## config.mk

```make
export PLATFORM = sky130hd
export DESIGN_NAME = line_event_code_encoder
export DESIGN_NICKNAME = d
export VERILOG_FILES = /design/src/verilog/line_event_pkg.sv /design/src/verilog/line_store_if.sv /design/src/verilog/line_ctrl_store.sv /design/src/verilog/line_event_code_encoder.sv
export VERILOG_INCLUDE_DIRS = /design/src /design/src/verilog
export SDC_FILE = /design/constraint.sdc
export NUM_CORES = 1
export LEC_CHECK = 0
export ABC_AREA = 0
export BUFFER_PORTS_ARGS = -buffer_cell sky130_fd_sc_hd__buf_2
export CORE_ASPECT_RATIO = 1.1
export CORE_UTILIZATION = 40
export CTS_BUF_LIST = sky130_fd_sc_hd__clkbuf_8
export DETAILED_ROUTE_END_ITERATION = 10
export SLEW_MARGIN = 40
export SYNTH_ARGS = -nofsm -noshare
export SYNTH_HDL_FRONTEND = slang
export SYNTH_HIERARCHICAL = 1
export SYNTH_SLANG_ARGS = --single-unit
```

## constraint.sdc

```tcl
create_clock -name CLK_IN -period 10 [get_ports CLK_IN]
set_input_delay 2 -clock CLK_IN [delete_from_list [all_inputs] [get_ports CLK_IN]]
set_output_delay 2 -clock CLK_IN [all_outputs]
set_load 0.005 [all_outputs]
```

## src/verilog/line_event_cfg.svh

```systemverilog
// Offsets, field positions, reset values and counts of the line event encoder.
// Assumes inclusion by bare name from the encoder module; the package does not include it.
`ifndef LINE_EVENT_CFG_SVH
`define LINE_EVENT_CFG_SVH
`define OFS_RX_EVENT 8'h00
`define OFS_TX_STATUS 8'h04
`define OFS_SECONDARY_SELECT 8'h08
`define OFS_LINE_CONTROL 8'h0C
`define OFS_EVENT_FLAGS 8'h10
`define OFS_LINE_READBACK 8'h14
`define POS_TX_CODE 8
`define POS_LCW_BUSY 15
`define POS_FLAG_RX 0
`define POS_FLAG_TX 1
`define RST_SECONDARY_SELECT 16'h0000
`define RST_RX_EVENT 16'h0000
`define RST_TX_CODE 4'h0
`define LCW_LOAD_TIME_NS 400
`define CLK_PERIOD_NS 100
`define LCW_LOAD_CYCLES ((`LCW_LOAD_TIME_NS + `CLK_PERIOD_NS - 1) / `CLK_PERIOD_NS)
`define RESP_OKAY 2'h0
`define RESP_SLVERR 2'h2
`endif

```

## src/verilog/line_event_pkg.sv

```systemverilog
// Types shared by the line event encoder and its control storage.
// Assumes the configuration header sits beside this file.
package line_event_pkg;
    typedef enum logic [3:0] {
        RX_SPECIAL = 4'h0, RX_PARITY = 4'h1, RX_OVERRUN = 4'h2, RX_FRAMING = 4'h3,
        RX_COUNT_WARN = 4'h4, RX_CHECK_DONE = 4'h5, RX_COUNT_ZERO = 4'h8,
        RX_STORE_NXM = 4'hC, RX_FETCH_NXM = 4'hD, RX_STORE_MPE = 4'hE,
        RX_FETCH_MPE = 4'hF
    } rx_code_type;
    typedef enum logic [3:0] {
        TX_PRI_NXM = 4'h0, TX_PRI_ZERO = 4'h1, TX_ALT_NXM = 4'h2, TX_ALT_ZERO = 4'h3,
        TX_FETCH_FAIL = 4'h8
    } tx_code_type;
    typedef enum logic [1:0] {
        LD_IDLE = 2'b00, LD_WAIT = 2'b01, LD_COMMIT = 2'b11
    } load_state_type;
    typedef logic [3:0] line_type;
    typedef logic [14:0] lcw_type;
endpackage

```

## src/verilog/line_store_if.sv

```systemverilog
// Carrier between the encoder and its per-line control storage.
// Assumes one clock shared by both ends.
`timescale 1ns/1ps
interface line_store_if;
    import line_event_pkg::*;
    logic we;
    line_type waddr;
    lcw_type wdata;
    line_type raddr;
    lcw_type rdata;
    modport ctrl (output we, output waddr, output wdata, output raddr, input rdata);
    modport mem (input we, input waddr, input wdata, input raddr, output rdata);
endinterface

```

## src/verilog/line_ctrl_store.sv

```systemverilog
// Sixteen words of line control storage, one per data line.
// Assumes a synchronous write port and a registered read port.
`timescale 1ns/1ps
module line_ctrl_store (
    input wire logic clk_in,
    input wire logic rst_n_in,
    line_store_if.mem store
);
    import line_event_pkg::*;
    lcw_type mem_q [16];
    lcw_type rdata_q;
    always_ff @(posedge clk_in) begin
        if (store.we) begin
            mem_q[store.waddr] <= store.wdata;
        end
    end
    always_ff @(posedge clk_in or negedge rst_n_in) begin
        if (!rst_n_in) begin
            rdata_q <= 15'h0000;
        end else begin
            rdata_q <= mem_q[store.raddr];
        end
    end
    assign store.rdata = rdata_q;
endmodule

```

## src/verilog/line_event_code_encoder.sv

```systemverilog
// Event code encoder of a sixteen-line communications multiplexer.
// Assumes event inputs synchronous to CLK_IN and an AXI4-Lite master.
//
// Implementation choices: the AXI4-Lite slave port and the register addresses.
`timescale 1ns/1ps
`include "line_event_cfg.svh"
module line_event_code_encoder (
    input wire logic CLK_IN,
    input wire logic RESET_N_IN,
    input wire logic [7:0] AXI_AWADDR_IN,
    input wire logic AXI_AWVALID_IN,
    output logic AXI_AWREADY_OUT,
    input wire logic [31:0] AXI_WDATA_IN,
    input wire logic [3:0] AXI_WSTRB_IN,
    input wire logic AXI_WVALID_IN,
    output logic AXI_WREADY_OUT,
    output logic [1:0] AXI_BRESP_OUT,
    output logic AXI_BVALID_OUT,
    input wire logic AXI_BREADY_IN,
    input wire logic [7:0] AXI_ARADDR_IN,
    input wire logic AXI_ARVALID_IN,
    output logic AXI_ARREADY_OUT,
    output logic [31:0] AXI_RDATA_OUT,
    output logic [1:0] AXI_RRESP_OUT,
    output logic AXI_RVALID_OUT,
    input wire logic AXI_RREADY_IN,
    input wire logic RX_VALID_IN,
    input wire logic [7:0] RX_CHAR_IN,
    input wire line_event_pkg::line_type RX_LINE_IN,
    input wire logic RX_ASYNC_IN,
    input wire logic RX_SPECIAL_IN,
    input wire logic RX_PARITY_ERR_IN,
    input wire logic RX_OVERRUN_IN,
    input wire logic RX_FRAMING_IN,
    input wire logic RX_COUNT_ZERO_IN,
    input wire logic RX_COUNT_LAST_IN,
    input wire logic RX_CHECK_DONE_IN,
    input wire logic [15:0] RX_CHECK_VALUE_IN,
    input wire logic RX_STORE_NXM_IN,
    input wire logic RX_FETCH_NXM_IN,
    input wire logic RX_STORE_MPE_IN,
    input wire logic RX_FETCH_MPE_IN,
    output logic RX_STORE_OUT,
    output logic [15:0] RX_CHECK_HOLD_OUT,
    input wire logic TX_VALID_IN,
    input wire line_event_pkg::tx_code_type TX_KIND_IN,
    input wire line_event_pkg::line_type TX_LINE_IN,
    input wire logic TX_FETCH_MPE_IN,
    output logic TX_CAUSE_VALID_OUT,
    output line_event_pkg::line_type TX_CAUSE_LINE_OUT,
    output logic TX_CAUSE_MPE_OUT,
    output logic LC_LOAD_OUT,
    output line_event_pkg::line_type LC_LINE_OUT,
    output line_event_pkg::lcw_type LC_DATA_OUT
);
    import line_event_pkg::*;

    // Reset release through two flip-flops; only the second copy is used.
    logic rst_meta_q;
    logic rst_sync_q;
    logic rst_n;
    always_ff @(posedge CLK_IN or negedge RESET_N_IN) begin
        if (!RESET_N_IN) begin
            rst_meta_q <= 1'b0;
            rst_sync_q <= 1'b0;
        end else begin
            rst_meta_q <= 1'b1;
            rst_sync_q <= rst_meta_q;
        end
    end
    assign rst_n = rst_sync_q;

    // Receive code with priority: memory faults, count zero, line errors, block events.
    function automatic rx_code_type rx_code_f(input logic async_line, input logic par,
                                              input logic ovr, input logic frm);
        rx_code_type code;
        code = RX_SPECIAL;
        if (async_line) begin
            if (ovr) begin
                code = RX_OVERRUN;
            end else if (frm) begin
                code = RX_FRAMING;
            end else if (par) begin
                code = RX_PARITY;
            end
        end else begin
            // Synchronous lines keep the combined parity and overrun code.
            code = rx_code_type'({2'b00, ovr, par});
        end
        return code;
    endfunction

    function automatic logic [15:0] merge_f(input logic [15:0] old, input logic [31:0] wd,
                                            input logic [3:0] strb);
        logic [15:0] res;
        res = old;
        if (strb[0]) begin
            res[7:0] = wd[7:0];
        end
        if (strb[1]) begin
            res[15:8] = wd[15:8];
        end
        return res;
    endfunction

    // Receive event capture.
    logic rx_line_err;
    logic rx_raise;
    rx_code_type rx_code;
    logic [7:0] rx_char_sel;
    logic [15:0] rx_word_q, rx_word_d;
    logic [15:0] check_hold_q, check_hold_d;
    always_comb begin
        rx_line_err = RX_PARITY_ERR_IN | RX_OVERRUN_IN | (RX_FRAMING_IN & RX_ASYNC_IN);
        rx_code = RX_SPECIAL;
        rx_raise = 1'b1;
        rx_char_sel = RX_CHAR_IN;
        if (RX_FETCH_MPE_IN) begin
            rx_code = RX_FETCH_MPE;
        end else if (RX_FETCH_NXM_IN) begin
            rx_code = RX_FETCH_NXM;
        end else if (RX_STORE_MPE_IN) begin
            rx_code = RX_STORE_MPE;
        end else if (RX_STORE_NXM_IN) begin
            rx_code = RX_STORE_NXM;
        end else if (RX_COUNT_ZERO_IN) begin
            rx_code = RX_COUNT_ZERO;
        end else if (rx_line_err) begin
            rx_code = rx_code_f(RX_ASYNC_IN, RX_PARITY_ERR_IN, RX_OVERRUN_IN,
                                RX_FRAMING_IN);
        end else if (RX_CHECK_DONE_IN) begin
            rx_code = RX_CHECK_DONE;
            rx_char_sel = RX_CHECK_VALUE_IN[15:8] | RX_CHECK_VALUE_IN[7:0];
        end else if (RX_COUNT_LAST_IN) begin
            rx_code = RX_COUNT_WARN;
        end else if (RX_SPECIAL_IN) begin
            rx_code = RX_SPECIAL;
        end else begin
            rx_raise = 1'b0;
        end
        rx_raise = rx_raise & RX_VALID_IN;
        rx_word_d = rx_word_q;
        if (rx_raise) begin
            rx_word_d = {rx_code, RX_LINE_IN, rx_char_sel};
        end
        check_hold_d = check_hold_q;
        if (RX_VALID_IN && RX_CHECK_DONE_IN) begin
            check_hold_d = RX_CHECK_VALUE_IN;
        end
    end
    // A character is written to memory only while its line still has room.
    assign RX_STORE_OUT = RX_VALID_IN & ~RX_COUNT_ZERO_IN;
    assign RX_CHECK_HOLD_OUT = check_hold_q;

    // Transmit event capture; kinds outside the five defined codes are dropped.
    logic tx_legal;
    logic tx_raise;
    tx_code_type tx_code_q, tx_code_d;
    logic tx_cause_valid_q, tx_cause_valid_d;
    line_type tx_cause_line_q, tx_cause_line_d;
    logic tx_cause_mpe_q, tx_cause_mpe_d;
    always_comb begin
        tx_legal = (TX_KIND_IN == TX_PRI_NXM) || (TX_KIND_IN == TX_PRI_ZERO) ||
                   (TX_KIND_IN == TX_ALT_NXM) || (TX_KIND_IN == TX_ALT_ZERO) ||
                   (TX_KIND_IN == TX_FETCH_FAIL);
        tx_raise = TX_VALID_IN & tx_legal;
        tx_code_d = tx_code_q;
        if (tx_raise) begin
            tx_code_d = TX_KIND_IN;
        end
        tx_cause_valid_d = tx_raise && (TX_KIND_IN == TX_FETCH_FAIL);
        tx_cause_line_d = tx_cause_valid_d ? TX_LINE_IN : tx_cause_line_q;
        tx_cause_mpe_d = tx_cause_valid_d ? TX_FETCH_MPE_IN : tx_cause_mpe_q;
    end
    assign TX_CAUSE_VALID_OUT = tx_cause_valid_q;
    assign TX_CAUSE_LINE_OUT = tx_cause_line_q;
    assign TX_CAUSE_MPE_OUT = tx_cause_mpe_q;

    // Register bus slave.
    logic aw_full_q, aw_full_d;
    logic [7:0] awaddr_q, awaddr_d;
    logic w_full_q, w_full_d;
    logic [31:0] wdata_q, wdata_d;
    logic [3:0] wstrb_q, wstrb_d;
    logic bvalid_q, bvalid_d;
    logic [1:0] bresp_q, bresp_d;
    logic rvalid_q, rvalid_d;
    logic [31:0] rdata_q, rdata_d;
    logic [1:0] rresp_q, rresp_d;
    logic wr_fire;
    logic [15:0] sel_q, sel_d;
    lcw_type lcw_q, lcw_d;
    line_type load_line_q, load_line_d;
    load_state_type ld_state_q, ld_state_d;
    logic [3:0] ld_cnt_q, ld_cnt_d;
    logic lc_load_q, lc_load_d;
    logic flag_rx_q, flag_rx_d;
    logic flag_tx_q, flag_tx_d;
    logic ld_busy;
    line_store_if store ();

    assign ld_busy = ld_state_q != LD_IDLE;
    assign wr_fire = aw_full_q & w_full_q & ~bvalid_q;
    assign AXI_AWREADY_OUT = ~aw_full_q & ~bvalid_q;
    assign AXI_WREADY_OUT = ~w_full_q & ~bvalid_q;
    assign AXI_ARREADY_OUT = ~rvalid_q;
    assign AXI_BVALID_OUT = bvalid_q;
    assign AXI_BRESP_OUT = bresp_q;
    assign AXI_RVALID_OUT = rvalid_q;
    assign AXI_RDATA_OUT = rdata_q;
    assign AXI_RRESP_OUT = rresp_q;

    always_comb begin
        aw_full_d = aw_full_q;
        awaddr_d = awaddr_q;
        w_full_d = w_full_q;
        wdata_d = wdata_q;
        wstrb_d = wstrb_q;
        bvalid_d = bvalid_q;
        bresp_d = bresp_q;
        sel_d = sel_q;
        lcw_d = lcw_q;
        flag_rx_d = flag_rx_q;
        flag_tx_d = flag_tx_q;
        ld_state_d = ld_state_q;
        ld_cnt_d = ld_cnt_q;
        load_line_d = load_line_q;
        lc_load_d = 1'b0;
        if (AXI_AWVALID_IN && AXI_AWREADY_OUT) begin
            aw_full_d = 1'b1;
            awaddr_d = AXI_AWADDR_IN;
        end
        if (AXI_WVALID_IN && AXI_WREADY_OUT) begin
            w_full_d = 1'b1;
            wdata_d = AXI_WDATA_IN;
            wstrb_d = AXI_WSTRB_IN;
        end
        if (bvalid_q && AXI_BREADY_IN) begin
            bvalid_d = 1'b0;
        end
        if (wr_fire) begin
            aw_full_d = 1'b0;
            w_full_d = 1'b0;
            bvalid_d = 1'b1;
            bresp_d = `RESP_OKAY;
            if (awaddr_q == `OFS_SECONDARY_SELECT) begin
                sel_d = merge_f(sel_q, wdata_q, wstrb_q);
            end else if (awaddr_q == `OFS_LINE_CONTROL) begin
                // A write while a load is pending is ignored.
                if (!ld_busy && wstrb_q[1:0] == 2'b11) begin
                    lcw_d = wdata_q[14:0];
                    ld_state_d = LD_WAIT;
                    ld_cnt_d = 4'(`LCW_LOAD_CYCLES - 1);
                    load_line_d = sel_q[3:0];
                end
            end else if (awaddr_q == `OFS_EVENT_FLAGS) begin
                if (wstrb_q[0] && wdata_q[`POS_FLAG_RX]) begin
                    flag_rx_d = 1'b0;
                end
                if (wstrb_q[0] && wdata_q[`POS_FLAG_TX]) begin
                    flag_tx_d = 1'b0;
                end
            end else if (awaddr_q == `OFS_RX_EVENT || awaddr_q == `OFS_TX_STATUS ||
                         awaddr_q == `OFS_LINE_READBACK) begin
                bresp_d = `RESP_OKAY;
            end else begin
                bresp_d = `RESP_SLVERR;
            end
        end
        // New events win over a clear in the same cycle.
        if (rx_raise) begin
            flag_rx_d = 1'b1;
        end
        if (tx_raise) begin
            flag_tx_d = 1'b1;
        end
        case (ld_state_q)
            LD_WAIT: begin
                if (ld_cnt_q == 4'h0) begin
                    ld_state_d = LD_COMMIT;
                    lc_load_d = 1'b1;
                end else begin
                    ld_cnt_d = ld_cnt_q - 4'h1;
                end
            end
            LD_COMMIT: begin
                ld_state_d = LD_IDLE;
            end
            default: begin
            end
        endcase
    end

    always_comb begin
        rvalid_d = rvalid_q;
        rdata_d = rdata_q;
        rresp_d = rresp_q;
        if (rvalid_q && AXI_RREADY_IN) begin
            rvalid_d = 1'b0;
        end
        if (AXI_ARVALID_IN && AXI_ARREADY_OUT) begin
            rvalid_d = 1'b1;
            rresp_d = `RESP_OKAY;
            rdata_d = 32'h00000000;
            if (AXI_ARADDR_IN == `OFS_RX_EVENT) begin
                rdata_d = {16'h0000, rx_word_q};
            end else if (AXI_ARADDR_IN == `OFS_TX_STATUS) begin
                rdata_d[`POS_TX_CODE +: 4] = tx_code_q;
            end else if (AXI_ARADDR_IN == `OFS_SECONDARY_SELECT) begin
                rdata_d = {16'h0000, sel_q};
            end else if (AXI_ARADDR_IN == `OFS_LINE_CONTROL) begin
                rdata_d = {16'h0000, ld_busy, lcw_q};
            end else if (AXI_ARADDR_IN == `OFS_EVENT_FLAGS) begin
                rdata_d = {30'h00000000, flag_tx_q, flag_rx_q};
            end else if (AXI_ARADDR_IN == `OFS_LINE_READBACK) begin
                rdata_d = {17'h00000, store.rdata};
            end else begin
                rresp_d = `RESP_SLVERR;
            end
        end
    end

    always_ff @(posedge CLK_IN or negedge rst_n) begin
        if (!rst_n) begin
            aw_full_q <= 1'b0;
            awaddr_q <= 8'h00;
            w_full_q <= 1'b0;
            wdata_q <= 32'h00000000;
            wstrb_q <= 4'h0;
            bvalid_q <= 1'b0;
            bresp_q <= `RESP_OKAY;
            rvalid_q <= 1'b0;
            rdata_q <= 32'h00000000;
            rresp_q <= `RESP_OKAY;
            sel_q <= `RST_SECONDARY_SELECT;
            lcw_q <= 15'h0000;
            load_line_q <= 4'h0;
            ld_state_q <= LD_IDLE;
            ld_cnt_q <= 4'h0;
            lc_load_q <= 1'b0;
            flag_rx_q <= 1'b0;
            flag_tx_q <= 1'b0;
            rx_word_q <= `RST_RX_EVENT;
            check_hold_q <= 16'h0000;
            tx_code_q <= tx_code_type'(`RST_TX_CODE);
            tx_cause_valid_q <= 1'b0;
            tx_cause_line_q <= 4'h0;
            tx_cause_mpe_q <= 1'b0;
        end else begin
            aw_full_q <= aw_full_d;
            awaddr_q <= awaddr_d;
            w_full_q <= w_full_d;
            wdata_q <= wdata_d;
            wstrb_q <= wstrb_d;
            bvalid_q <= bvalid_d;
            bresp_q <= bresp_d;
            rvalid_q <= rvalid_d;
            rdata_q <= rdata_d;
            rresp_q <= rresp_d;
            sel_q <= sel_d;
            lcw_q <= lcw_d;
            load_line_q <= load_line_d;
            ld_state_q <= ld_state_d;
            ld_cnt_q <= ld_cnt_d;
            lc_load_q <= lc_load_d;
            flag_rx_q <= flag_rx_d;
            flag_tx_q <= flag_tx_d;
            rx_word_q <= rx_word_d;
            check_hold_q <= check_hold_d;
            tx_code_q <= tx_code_d;
            tx_cause_valid_q <= tx_cause_valid_d;
            tx_cause_line_q <= tx_cause_line_d;
            tx_cause_mpe_q <= tx_cause_mpe_d;
        end
    end

    assign LC_LOAD_OUT = lc_load_q;
    assign LC_LINE_OUT = load_line_q;
    assign LC_DATA_OUT = lcw_q;
    // The loaded word lands in the storage of the selected line.
    assign store.we = lc_load_q;
    assign store.waddr = load_line_q;
    assign store.wdata = lcw_q;
    assign store.raddr = sel_q[3:0];

    line_ctrl_store line_ctrl_store_inst (
        .clk_in(CLK_IN),
        .rst_n_in(rst_n),
        .store(store.mem)
    );
endmodule

```

### Word level (Yosys, flattened, before mapping)

Memories as Yosys holds them, arrays and structs flattened. A register that Yosys moved wholly into a read port is not among the register bits.
Cells that the tools add are included.

| word-level totals | value |
|---|---|
| register bits | 154 |
| bits in writable memories | 240 |
| input port bits | 110 |
| output and inout bits | 84 |
| logic and storage cells | 187 |
| memories kept | 1 |

Memories:

| memory | depth | bits a word | rd ports | clocked after Yosys merged registers in | write ports | RTL line | source |
|---|---|---|---|---|---|---|---|
| line_ctrl_store_inst.mem_q | 16 | 15 | 1 | 1 | 1 | line_ctrl_store.sv:10 | `lcw_type mem_q [16];` |

| cells by class | value |
|---|---|
| $add $sub $neg | 1 |
| equality and inequality tests | 21 |
| multiplexer cells | 82 |
| bitwise logic cells | 17 |
| reductions and logical operators | 38 |

Operators by type and width:

| operator | count |
|---|---|
| $mux 8 | 8 |
| $mux 4 | 14 |
| $mux 1 | 34 |
| $mux 2 | 17 |
| $eq 8x4->1 const B | 4 |
| $eq 8x5->1 const B | 4 |
| $mux 16 | 2 |
| $mux 32 | 1 |
| $mux 15 | 2 |
| $reduce_bool 2->1 | 11 |
| $mux 20 | 1 |
| $eq 8x3->1 const B | 2 |
| $logic_not 8->1 | 2 |
| $logic_and 1x1->1 | 10 |
| $reduce_and 5->1 | 2 |
| $and 1x1->1 | 8 |
| $eq 4x2->1 const B | 2 |
| $logic_not 4->1 | 2 |
| $ne 2x2->1 const B | 4 |
| $or 8x8->8 | 1 |
| $logic_or 1x1->1 | 6 |
| $mux 3 | 2 |
| $not 1->1 | 6 |
| $reduce_and 3->1 | 2 |
| other kinds (9) | 12 |

### Depth between registers and ports, before layout

| depth | value |
|---|---|
| word-level depth | 12 |
| gate-level depth with buffers | 7 |
| gate-level depth less buffers | 7 |

### Modules after synthesis

The synthesis kept the hierarchy.

By module, submodules not included:

| module | times used | cells each | area each (um^2) | seq. area each (um^2) |
|---|---|---|---|---|
| line_ctrl_store | 1 | 406 | 9521.6 | 7582.3 |
| line_event_code_encoder | 1 | 521 | 6159.7 | 3403.3 |

### Least setup slack after synthesis

OpenSTA, ideal clock, no wires.

| path | value |
|---|---|
| kind | input to output |
| start point | in RX_VALID_IN |
| end point | out RX_STORE_OUT |
| arrival | 2131 ps |
| data required time | 8000 ps |
| slack | 5869 ps |
| cell stages on the path | 1 |
| path buffers | 0 |
| cell sequence | nor2b_1 |

| on the way | value |
|---|---|
| cells in the longest elaborated chain, start to end | 1 |

RTL lines:

| what | RTL line | source |
|---|---|---|
| start: declaration | line_event_code_encoder.sv:27 | `input wire logic RX_VALID_IN,` |
| $and 1x1->1 | line_event_code_encoder.sv:152 | `assign RX_STORE_OUT = RX_VALID_IN & ~RX_COUNT_ZERO_IN;` |
| end: declaration | line_event_code_encoder.sv:43 | `output logic RX_STORE_OUT,` |

No other way between the ends.

### Worst setup path in the final report

Same ends and word-level chain as after synthesis.

==> metrics <==
fill count 3323; Cell variety after synth 52; DR vias 8862; post-DP HPWL 22500 um; total power 3.61 mW; worst slew pin tran 742 ps; Main synth FF type edfxtp_1; Clk pin slew, worst setup/hold paths 60 ps; Async SR Flop Fraction 38.6%; setup repair bufs after CTS 0; # setup viols final 0; minimum clock period 4390 ps; fin crit share 43.9%; NetSw 0.891 mW; leakage power 7.85 nW; CP startpoint kind input port; number of max-cap violations 0; I/O pins 194; DRT iter0 DRCs 562; Syn Inst Count 927; CTS tree built; Synth warnings 6; H-tree depth 3; WL final 35800 um; Area growth, synth to finish 17.1%; Crit path required time 8000 ps; fin area 18400 sq um; Worst setup EP type output pin; f_max 228 MHz; routability-driven placement congestion ratio 0.771; largest net degree at the start of global routing 69; Die Area 40000 sq um; fin nets 1254; total core area 38400 sq um; vias per cell 5.25; DRC viols 0; first-pass GRT wire length 53700 um; crit-path max FO 5; RSZ-0062 raised after global routing false; Crit Path Class input port to output pin; maximum VDD drop 102 uV; Starting Density 40.9%; total negative slack 0 ps; final count of pins violating max slew 0; DR WL/cell 21.2 um; Core Rows 75; most common cell after layout, fill and taps aside edfxtp_1; Synth area leaders edfxtp_1, dfrtp_1, mux4_2, mux2_2, mux4_1; die width 191 um; placed instance area 17100 sq um; CTS root buffer clkbuf_8; post-route insts no fill 1688; antenna cells 0; layout cells sized above 1 36.1%; post-CTS resize count 0; Max clock buf depth 3; Gate power share 9.0%; Clock Power Share 37.5%; sequential share of power 53.5%; synthesized flop and latch total 391; Synth Area per Inst 16.9 sq um; EDFF count, synth 240; DR pass1 iterations 5; area leader, netlist edfxtp_1; Cells after DPL 1574; synthesized area 15700 sq um; Tot GR Track Use 18.1%; Int Pwr 2.72 mW; cts bufs inserted 67; commonest non-fill, non-tap cells in the layout edfxtp_1, buf_2, dfrtp_1, mux2_2, nand2_1; worst min path class flop to async pin; CTS Sinks 391; hold buffer count at CTS 0; PD cells 197 nW/um^2; die boundary height 210 um; Max-slew headroom 50.5%; status finished clean; endpoints failing hold 0; GRT Residual Overflow 0; worst-skew pair later-pin latency 600 ps; sequential fraction of the synthesis area 70.1%; Setup Skew 49.4 ps; antenna viol nets, final 0; initial antenna violation count 1; critical path arrival 2390 ps; switching fraction of total power 24.7%; Port Buf Inserts 157; number of global-route vias before repair 8957; top cell type's share of synthesized area 46.0%
[Yosys cell counts, drive strengths merged (2+ instances only)]
| master | n |
|---|---|
| edfxtp | 240 |
| dfrtp | 151 |
| mux2 | 92 |
| nand2 | 79 |
| mux4 | 60 |
| nor2 | 45 |
| a22oi | 43 |
| buf | 33 |
| o21ai | 31 |
| clkbuf | 23 |
| a21oi | 19 |
| nor2b | 13 |
| inv | 12 |
| a2bb2oi | 9 |
| nand2b | 8 |
| nor3 | 8 |
| a211oi | 6 |
| a21o | 5 |
| nand3 | 5 |
| nand3b | 5 |
| a32oi | 4 |
| and2 | 4 |
| a221o | 3 |
| a22o | 3 |
| nor4 | 3 |
| o22ai | 3 |
| a31oi | 2 |
| conb | 2 |
| nor3b | 2 |
| o2bb2ai | 2 |
[registers in the layout (all words and copies together) (netlist names), 8 cells and up]
| name | flops |
|---|---|
| line_ctrl_store_inst/store.rdata | 15 |
| sel_q | 16 |
| rx_word_q | 16 |
| wdata_q | 16 |
| line_ctrl_store_inst/mem_q | 240 |
| AXI_RDATA_OUT | 16 |
| LC_DATA_OUT | 15 |
| RX_CHECK_HOLD_OUT | 16 |
| awaddr_q | 8 |
[power groups by stage]
stage	Clock [mW]	Sequential, mW	Combinational [mW]
floorplan	0	1.93	0.229
global placement	0	1.96	0.324
detailed placement	0	1.96	0.331
CTS	1.39	1.93	0.333
global route	1.46	1.95	0.360
finish	1.35	1.93	0.326
[logic make-up after synthesis]
| kind of cell | synth area share, % |
|---|---|
| flip-flops | 70.1 |
| AND/OR/NAND/NOR | 5.63 |
| multiplexers | 15.9 |
| AO/OA/AOI/OAI | 5.82 |
| buffers and inverters | 2.51 |
| other | 0.0479 |
| adder cells (fa/ha/maj) | 0.0798 |
[routing by layer]
layer  routed length [um]  vias to the layer above  share of wire [%]  global-route usage [%]
li1                     -                     3984                  -                       -
met1                15700                     4529                 44                    25.0
met2                17400                      296                 49                    29.0
met3                 2070                       53                5.8                    3.51
met4                  640                        0                1.8                    5.74
met5                    0                        -                  0                       0
[layout make-up]
| class | instances | area [sq um] | area share (%) |
|---|---|---|---|
| tap | 500 | 626 | 3.41 |
| clock inverter | 42 | 253 | 1.38 |
| timing repair buffer | 186 | 1030 | 5.59 |
| multi-input combinational | 485 | 4420 | 24.1 |
| inverter | 12 | 45.0 | 0.245 |
| sequential | 391 | 11000 | 59.9 |
| clock buffer | 72 | 991 | 5.40 |
[path summary, 6_finish.rpt]
| check | start | end | slack, ps | cells past startpoint |
|---|---|---|---|---|
| max | RX_VALID_IN | RX_STORE_OUT | 5610 | 3 |
| max in group asynchronous | rst_n$_DFF_PN0_ | wstrb_q[1]$_DFFE_PN0P_ | 8290 | 2 |
| min reg2reg | rst_n$_DFF_PN0_ | LC_LINE_OUT[0]$_DFFE_PN0P_ | 160 | 0 |
| min | rst_n$_DFF_PN0_ | LC_LINE_OUT[0]$_DFFE_PN0P_ | 160 | 0 |
| max reg2reg | sel_q[0]$_DFFE_PN0P_ | line_ctrl_store_inst/store.rdata[10]$_DFF_PN0_ | 7410 | 4 |
| min in group CLK_IN | rst_meta_q$_DFF_PN0_ | rst_n$_DFF_PN0_ | 350 | 0 |
[critical path, cell delays in order]
cell     delay, ps
buf_2          140
nor2b_1        130
buf_2          110
[metrics by stage]
| step | utilization (%) | worst slack (ps) | hold WS [ps] |
|---|---|---|---|
| after floorplan | - | 5480 | 331 |
| after global placement | 44.4 | 5600 | 194 |
| after detailed placement | 44.6 | 5610 | 197 |
| after CTS | 47.8 | 5610 | 172 |
| after global routing | 47.8 | 5560 | 184 |
| final | 47.8 | 5610 | 165 |
No activity file was read; power rests on OpenSTA's default activity.
